===== src/hdl/pattern_out_regs.svh =====
// register indices, reset values and field positions of the pattern output staging block
`ifndef PATTERN_OUT_REGS_SVH
`define PATTERN_OUT_REGS_SVH

// register indices: byte address is four times the index
`define PO_IDX_HI_FIRST 16'hffa4
`define PO_IDX_LO_FIRST 16'hffa5
`define PO_IDX_HI_SECOND 16'hffa6
`define PO_IDX_LO_SECOND 16'hffa7
`define PO_IDX_TSEL 16'hffa0
`define PO_IDX_EN_HI 16'hffa1
`define PO_IDX_EN_LO 16'hffa2
`define PO_IDX_PORT_LO 16'hffa8
`define PO_IDX_PORT_HI 16'hffa9

// address fields
`define PO_IDX_MSB 17
`define PO_IDX_LSB 2
`define PO_TOP_MSB 31
`define PO_TOP_LSB 18
`define PO_ADDR_TOP 14'h0000

// reset values, fixed read values and the okay response
`define PO_EN_RST 8'h00
`define PO_STAGE_RST 8'h00
`define PO_PORT_RST 8'h00
`define PO_TSEL_RST 8'hff
`define PO_RSVD_ONES 4'hf
`define PO_RSVD_BYTE 8'hff
`define PO_RD_PAD 24'h00_0000
`define PO_UNMAPPED 32'h0000_0000
`define PO_RESP_OKAY 1'b0

// bus and data fields
`define PO_HTRANS_ACTIVE 1
`define PO_BYTE_MSB 7
`define PO_NIB_UP_LSB 4
`define PO_NIB_LO_MSB 3
`define PO_SEL_W 2
`define PO_G0_SEL_MSB 1

`endif


===== src/hdl/pattern_out_pkg.sv =====
// types shared by the pattern output staging block
package pattern_out_pkg;

  typedef logic [7:0] byte_t;
  typedef logic [1:0] trig_sel_t;

  // whole state of the top module
  typedef struct packed {
    byte_t [1:0] en;
    byte_t [1:0] stage;
    byte_t [1:0] port;
    byte_t tsel;
    logic dph_wr;
    logic [15:0] dph_idx;
    logic [31:0] rdata;
  } state_t;

endpackage


===== src/hdl/nibble_pair_transfer.sv =====
// staging byte view and enabled-bit transfer for one pair of four-pin groups
`timescale 1ns/100ps
`default_nettype none
`include "pattern_out_regs.svh"

module nibble_pair_transfer
  import pattern_out_pkg::*;
(
  input wire logic [7:0] stage,
  input wire logic [7:0] en,
  input wire logic [7:0] port,
  input wire logic [1:0] sel_up,
  input wire logic [1:0] sel_lo,
  input wire logic [3:0] cmp_match,
  input wire logic wr_first,
  input wire logic wr_second,
  input wire logic wr_port,
  input wire logic [7:0] wdata,
  output logic [7:0] stage_nxt,
  output logic [7:0] port_nxt,
  output logic [7:0] rd_first,
  output logic [7:0] rd_second,
  output logic [7:0] xfer_mask,
  output logic shared
);

  logic fire_up;
  logic fire_lo;
  logic [7:0] sw_port;

  assign shared = (sel_up == sel_lo);
  assign fire_up = cmp_match[sel_up];
  assign fire_lo = cmp_match[sel_lo];
  // only enabled bits of a fired group move
  assign xfer_mask = {{4{fire_up}}, {4{fire_lo}}} & en;
  // enabled bits ignore software writes
  assign sw_port = wr_port ? ((port & en) | (wdata & ~en)) : port;
  assign port_nxt = (xfer_mask & stage) | (~xfer_mask & sw_port);

  always_comb
  begin
    stage_nxt = stage;
    if (wr_first)
    begin
      if (shared)
      begin
        stage_nxt = wdata;
      end
      else
      begin
        stage_nxt[`PO_BYTE_MSB:`PO_NIB_UP_LSB] = wdata[`PO_BYTE_MSB:`PO_NIB_UP_LSB];
      end
    end
    if (wr_second && !shared)
    begin
      stage_nxt[`PO_NIB_LO_MSB:0] = wdata[`PO_NIB_LO_MSB:0];
    end
  end

  assign rd_first = shared ? stage : {stage[`PO_BYTE_MSB:`PO_NIB_UP_LSB], `PO_RSVD_ONES};
  assign rd_second = shared ? `PO_RSVD_BYTE : {`PO_RSVD_ONES, stage[`PO_NIB_LO_MSB:0]};

endmodule
`default_nettype wire


===== src/hdl/pattern_output_next_data_enable.sv =====
// pattern output next-data staging, per-pin enables and port data with an AHB-Lite slave
//
// Behaviour
// - split triggers: group 3 nibble upper, ones below
// - split triggers: group 2 nibble second, ones above
// - low enable register, one bit per pin
// - enabled low pins copy staging on trigger
// - disabled low pins keep their port value
// - low enables clear on reset and standby
// - high enable register, one bit per pin
// - enabled high pins copy staging on trigger
// - disabled high pins keep their port value
// - high enables clear on reset and standby
// - enabled port bits ignore software writes
// - two-bit select picks timer channel, reset three
// - shared trigger: whole byte first, second reads ones
//
// The AHB-Lite slave port was chosen for this implementation.
`timescale 1ns/100ps
`default_nettype none
`include "pattern_out_regs.svh"

module pattern_output_next_data_enable
  import pattern_out_pkg::*;
(
  input wire logic hclk,
  input wire logic hresetn,
  input wire logic hclken,
  input wire logic hw_standby,
  input wire logic hsel,
  input wire logic [31:0] haddr,
  input wire logic [1:0] htrans,
  input wire logic hwrite,
  input wire logic [2:0] hsize,
  input wire logic [31:0] hwdata,
  input wire logic hready,
  output logic hreadyout,
  output logic hresp,
  output logic [31:0] hrdata,
  input wire logic [3:0] cmp_match,
  output logic [7:0] low_port_output_data,
  output logic [7:0] high_port_output_data
);

  // ****************************************
  // reset constant
  // ****************************************

  localparam state_t STATE_RST = '{
    en: {`PO_EN_RST, `PO_EN_RST},
    stage: {`PO_STAGE_RST, `PO_STAGE_RST},
    port: {`PO_PORT_RST, `PO_PORT_RST},
    tsel: `PO_TSEL_RST,
    dph_wr: 1'b0,
    dph_idx: 16'h0000,
    rdata: `PO_UNMAPPED
  };

  state_t state_r;
  state_t state_nxt;

  byte_t [1:0] stage_n;
  byte_t [1:0] port_n;
  byte_t [1:0] rd_first;
  byte_t [1:0] rd_second;
  byte_t [1:0] xmask;
  logic [1:0] wr_first;
  logic [1:0] wr_second;
  logic [1:0] wr_port;
  logic [1:0] wr_en;
  logic [1:0] shared;
  logic wr_tsel;
  logic dph_we;
  logic take;
  logic addr_ok;
  logic [15:0] aidx;
  logic [31:0] rd_val;

  // ****************************************
  // bus address phase
  // ****************************************

  // wait states only while the clock enable freezes the block
  assign hreadyout = hclken;
  assign hresp = `PO_RESP_OKAY;
  assign hrdata = state_r.rdata;

  assign take = hsel && hready && htrans[`PO_HTRANS_ACTIVE];
  assign aidx = haddr[`PO_IDX_MSB:`PO_IDX_LSB];
  assign addr_ok = (haddr[`PO_TOP_MSB:`PO_TOP_LSB] == `PO_ADDR_TOP);
  assign dph_we = state_r.dph_wr;
  assign wr_tsel = dph_we && (state_r.dph_idx == `PO_IDX_TSEL);

  // ****************************************
  // per byte staging and transfer
  // ****************************************

  for (genvar g = 0; g < 2; g++)
  begin : g_pair
    localparam logic [15:0] IDX_FIRST = (g == 1) ? `PO_IDX_HI_FIRST : `PO_IDX_LO_FIRST;
    localparam logic [15:0] IDX_SECOND = (g == 1) ? `PO_IDX_HI_SECOND : `PO_IDX_LO_SECOND;
    localparam logic [15:0] IDX_EN = (g == 1) ? `PO_IDX_EN_HI : `PO_IDX_EN_LO;
    localparam logic [15:0] IDX_PORT = (g == 1) ? `PO_IDX_PORT_HI : `PO_IDX_PORT_LO;

    assign wr_first[g] = dph_we && (state_r.dph_idx == IDX_FIRST);
    assign wr_second[g] = dph_we && (state_r.dph_idx == IDX_SECOND);
    assign wr_en[g] = dph_we && (state_r.dph_idx == IDX_EN);
    assign wr_port[g] = dph_we && (state_r.dph_idx == IDX_PORT);

    nibble_pair_transfer u_pair (
      .stage(state_r.stage[g]),
      .en(state_r.en[g]),
      .port(state_r.port[g]),
      .sel_up(state_r.tsel[4*g+3 -: `PO_SEL_W]),
      .sel_lo(state_r.tsel[4*g+1 -: `PO_SEL_W]),
      .cmp_match(cmp_match),
      .wr_first(wr_first[g]),
      .wr_second(wr_second[g]),
      .wr_port(wr_port[g]),
      .wdata(hwdata[`PO_BYTE_MSB:0]),
      .stage_nxt(stage_n[g]),
      .port_nxt(port_n[g]),
      .rd_first(rd_first[g]),
      .rd_second(rd_second[g]),
      .xfer_mask(xmask[g]),
      .shared(shared[g])
    );
  end

  // ****************************************
  // read data select
  // ****************************************

  always_comb
  begin
    rd_val = `PO_UNMAPPED;
    if (addr_ok)
    begin
      case (aidx)
        `PO_IDX_LO_FIRST:
        begin
          rd_val = {`PO_RD_PAD, rd_first[0]};
        end
        `PO_IDX_LO_SECOND:
        begin
          rd_val = {`PO_RD_PAD, rd_second[0]};
        end
        `PO_IDX_HI_FIRST:
        begin
          rd_val = {`PO_RD_PAD, rd_first[1]};
        end
        `PO_IDX_HI_SECOND:
        begin
          rd_val = {`PO_RD_PAD, rd_second[1]};
        end
        `PO_IDX_EN_LO:
        begin
          rd_val = {`PO_RD_PAD, state_r.en[0]};
        end
        `PO_IDX_EN_HI:
        begin
          rd_val = {`PO_RD_PAD, state_r.en[1]};
        end
        `PO_IDX_TSEL:
        begin
          rd_val = {`PO_RD_PAD, state_r.tsel};
        end
        `PO_IDX_PORT_LO:
        begin
          rd_val = {`PO_RD_PAD, state_r.port[0]};
        end
        `PO_IDX_PORT_HI:
        begin
          rd_val = {`PO_RD_PAD, state_r.port[1]};
        end
        default:
        begin
          rd_val = `PO_UNMAPPED;
        end
      endcase
    end
  end

  // ****************************************
  // next state
  // ****************************************

  always_comb
  begin
    state_nxt = state_r;
    if (hclken)
    begin
      if (hw_standby)
      begin
        state_nxt = STATE_RST;
      end
      else
      begin
        state_nxt.stage = stage_n;
        state_nxt.port = port_n;
        if (wr_en[0])
        begin
          state_nxt.en[0] = hwdata[`PO_BYTE_MSB:0];
        end
        if (wr_en[1])
        begin
          state_nxt.en[1] = hwdata[`PO_BYTE_MSB:0];
        end
        if (wr_tsel)
        begin
          state_nxt.tsel = hwdata[`PO_BYTE_MSB:0];
        end
        state_nxt.dph_wr = take && hwrite && addr_ok;
        state_nxt.dph_idx = aidx;
        if (take && !hwrite)
        begin
          state_nxt.rdata = rd_val;
        end
      end
    end
  end

  // ****************************************
  // state register
  // ****************************************

  always_ff @(posedge hclk or negedge hresetn)
  begin
    if (!hresetn)
    begin
      state_r <= STATE_RST;
    end
    else
    begin
      state_r <= state_nxt;
    end
  end

  assign low_port_output_data = state_r.port[0];
  assign high_port_output_data = state_r.port[1];
endmodule
`default_nettype wire


===== config.mk =====
export PLATFORM = sky130hd
export DESIGN_NAME = pattern_output_next_data_enable
export DESIGN_NICKNAME = d
export VERILOG_FILES = /design/src/hdl/pattern_out_pkg.sv /design/src/hdl/nibble_pair_transfer.sv /design/src/hdl/pattern_output_next_data_enable.sv
export VERILOG_INCLUDE_DIRS = /design/src /design/src/hdl
export SDC_FILE = /design/constraint.sdc
export NUM_CORES = 1
export LEC_CHECK = 0
export BUFFER_PORTS_ARGS = -buffer_cell sky130_fd_sc_hd__clkbuf_2
export CORE_UTILIZATION = 29
export CTS_BUF_LIST = sky130_fd_sc_hd__clkbuf_8
export DETAILED_ROUTE_END_ITERATION = 10
export PLACE_DENSITY_LB_ADDON = 0.12
export SLEW_MARGIN = 20
export SYNTH_ARGS = -nofsm -noshare
export SYNTH_HDL_FRONTEND = slang
export SYNTH_HIERARCHICAL = 1
export SYNTH_SLANG_ARGS = --single-unit

===== constraint.sdc =====
create_clock -name hclk -period 3.45 [get_ports hclk]
set_input_delay 0.345 -clock hclk [delete_from_list [all_inputs] [get_ports hclk]]
set_output_delay 0.345 -clock hclk [all_outputs]
set_load 0.02 [all_outputs]

# Yosys cells after proc, flatten, opt, wreduce, memory -nomap -nowiden
# Cells that the tools add are included.
# word_totals
input_bits,80
elab_cells,119
output_inout_bits,50
ff_bits,105
# classes
order_cmp,4
muxes,27
reduce_logical,38
bitwise_logic,18
eq_ne,20
# ops
operator,n
16-bit equality test (second input constant),18
105-bit 2-to-1 mux,1
8-bit bitwise AND,10
8-bit one-hot mux with 9 select lines,1
32-bit 2-to-1 mux,2
8-bit 2-to-1 mux,7
4-bit 2-to-1 mux,8
8-bit inverter,4
8-bit bitwise OR,4
1-bit logical AND,16
14-bit logical NOT,1
2-bit by 3-bit < comparator with 1-bit output (second input constant),4
2-bit AND reduction,6
2-bit nonzero test,6
3-bit nonzero test,4
1-bit binary-select mux with 2-bit select,4
3-bit AND reduction,2
2-bit equality test,2
1-bit 2-to-1 mux,4
1-bit logical NOT,3

# Logic depth before layout (Yosys ltp)
# logic_depth
ltp_word,7
ltp_mapped,10
mapped_depth_nobuf,9

# Hierarchy
# The synthesis kept the hierarchy.
# by_module_without_submodules
mod,cells_per_inst,seq_area_each_um2,area_per_inst_um2,instances
pattern_output_next_data_enable,493,2037.0,4787.1,1
nibble_pair_transfer,132,0.0,1114.8,2

# Worst setup path before layout
# No wires, ideal clock.
# synth_path
kind,register -> register
start,reg state_r[38] (netlist name)
end,"reg state_r, in the netlist high_port_output_data[5]"
stages_incl_launch_ff,11
t_required_ns,3.320
path_buffers,1
setup_ns,0.130
period_less_slack_ns,2.417
setup_slack_ns,1.033
arrival_time_ns,2.288
path_cell_list,dfrtp_1 nand4bb_1 or4_4 nand2b_4 nor2_1 clkbuf_1 mux2_2 nand2_1 o311ai_2 nand3b_1 o21ai_0
# synth_lines
element,line_no,rtl
from (decl),pattern_output_next_data_enable.sv:59,state_t state_r;
from (signal assigned),pattern_output_next_data_enable.sv:235,state_r <= state_nxt;

==> results.py <==
metrics = {
    "run_status": {
        "outcome": "finished clean",
    },
    "sta": {
        "rsz0062_at_grt": "false",
        "max_slew.worst_pin.slew_ns": 0.877,
        "min_period_over_period_pct": 75.5,
        "setup_viol_count_final": 0,
        "min_period_ns": 2.61,
        "max_freq_mhz": 384,
        "finalHoldViolCount": 0,
        "report.final.slew_viol_count": 0,
        "clock_skew_ns": 0.0139,
        "fin_tns_setup_ns": 0,
        "timing.slew.headroom_pct": 41.1,
    },
    "clock_network": {
        "cts.sinks": 81,
        "cts_buffers": 9,
        "ctsHoldBuffers": 0,
        "ctsResizeCount": 0,
        "clkLatencyLatePin_ns": 0.39,
        "cts_root_buf": "clkbuf_8",
        "htreeDepth": 3,
        "tritoncts": "built",
        "path_clk_slew_ns": 0.10,
        "clockBufferDepth": 2,
        "cts_setup_buffers": 0,
    },
    "critical_path": {
        "cp_data_required_time_ns": 3.70,
        "crit_path_end_kind": "flip-flop",
        "start_kind": "flip-flop",
        "cp.arrival_ns": 2.85,
        "r2r_slack_ns": 0.84,
        "crit_fanout": 8,
        "crit_type": "flip-flop to flip-flop",
    },
    "grt": {
        "grt_usage_pct": 17.2,
        "grt_max_degree": 79,
        "grt_pass1_vias": 5366,
        "grt_pass1_wl_mm": 31.9,
        "grt_overflow": 0,
        "antenna_found_initial": 0,
    },
    "placement": {
        "port_buffers": 74,
        "dp_hpwl_mm": 14.8,
        "placed_cell_area_um2": 7180,
        "gp_congestion": 0.833,
    },
    "power_and_ir_drop": {
        "seqPwrFrac_pct": 48.6,
        "p_leak_nw": 2.78,
        "swShare_pct": 31.9,
        "p_int_mw": 1.42,
        "vdd_drop_max_mv": 0.125,
        "p_sw_mw": 0.668,
        "cellPowerDensity_nw_per_um2": 283,
        "p_clk_share_pct": 37.6,
        "power_mw": 2.09,
        "share_comb_of_total_power_pct": 13.8,
    },
    "cells_and_area": {
        "multiInputGateArea_um2": 4020,
        "layout_commonest_cell": "dfrtp_1",
        "mostFrequentLayoutCells": "dfrtp_1, clkbuf_2, inv_1",
        "antenna_cells": 0,
        "area.growth.synth_to_final_pct": 6.92,
        "fin_nets": 834,
        "regArea_um2": 2040,
        "final_layout_size_suffix_gt1_share_pct": 29.8,
        "nFillCells": 2453,
        "fin_area_um2": 7390,
    },
    "route": {
        "first_pass_iters": 4,
        "drt-initial-drc-count": 327,
        "wl_per_cell_um": 18.8,
        "drt-total-wl_mm": 20.3,
        "drc": 0,
        "antenna_left": 0,
        "viasPerCell": 5.09,
        "vias": 5484,
    },
    "synthesis": {
        "synth.avg_cell_area_um2": 9.38,
        "synth_warnings": 6,
        "syn_area_um2": 6910,
        "syn-instance-count": 737,
    },
    "floorplan": {
        "rows": 56,
        "die_h_um": 156,
        "core_area_um2": 23400,
        "initial_core_util_pct": 29.5,
        "die_area_um2": 24500,
        "fp.dieW_um": 156,
        "boundaryPins": 130,
    },
    "worst_hold_path": {
        "hold_class": "input pin to asynchronous set/reset pin",
    },
    "job": {
        "cap_violations": 0,
    },
}
-- metrics by stage --
step / instances / hold WS, ns / worst slack (ns) / utilization (%)
finish: 1078 / 0.00670 / 0.845 / 31.6
global route: 1078 / 0.0587 / 0.670 / 31.6
CTS: 1078 / 0.185 / 0.881 / 31.6
detailed placement: 1062 / 0.497 / 0.915 / 30.7
global placement: 1062 / 0.498 / 0.932 / 30.7
floorplan: 767 / 0.0494 / 1.03 / -
-- power groups by stage --
stage          clock network, mW  logic, mW  registers [mW]
2_1_floorplan                  0      0.208            1.02
5_1_grt                    0.847      0.318            1.02
4_1_cts                    0.810      0.292            1.02
6_report                   0.787      0.288            1.02
3_3_place_gp                   0      0.286            1.03
3_5_place_dp                   0      0.291            1.04
-- registers in the layout (all words and copies together) (netlist names) --
| name | cells |
|---|---|
| dph_we | 1 |
| state_r | 56 |
| low_port_output_data | 8 |
| hrdata | 8 |
| high_port_output_data | 8 |
-- routing by layer --
metal	GRT usage, %	part of all wire [%]	up-vias
li1	-	-	2618
met1	23.4	48	2721
met2	28.0	47	121
met3	1.97	2.7	24
met4	6.02	2.3	0
met5	0	0	-
-- worst paths after layout --
path / start / endpoint / cells after the start
worst max-delay path: state_r[38] / high_port_output_data[1] / 10
worst min-delay path: hresetn / state_r[76] / 1
worst max register to register: state_r[38] / high_port_output_data[1] / 10
worst min register to register: hrdata[3] / hrdata[3] / 1
max in group asynchronous: hresetn / state_r[33] / 2
min in group hclk: hwrite / dph_we / 3
-- cell type report --
class,count,share of cell area [%]
sequential,81,27.6
clock buffer,9,1.68
timing repair buffer,87,6.42
inverter,68,3.45
multi-input combinational,507,54.4
clock inverter,7,1.13
tap,319,5.40
-- critical path: stages, from the launching register on --
cell and delay [ns]:
dfrtp_1 0.39, nand4bb_1 0.25, or4_4 0.56, nand2b_4 0.18, nor2_1 0.11, buf_4 0.21
mux2_2 0.35, nand2_1 0.09, o311ai_2 0.11, nand3b_1 0.12, o21ai_0 0.10
(Power assumes the default switching activity.)
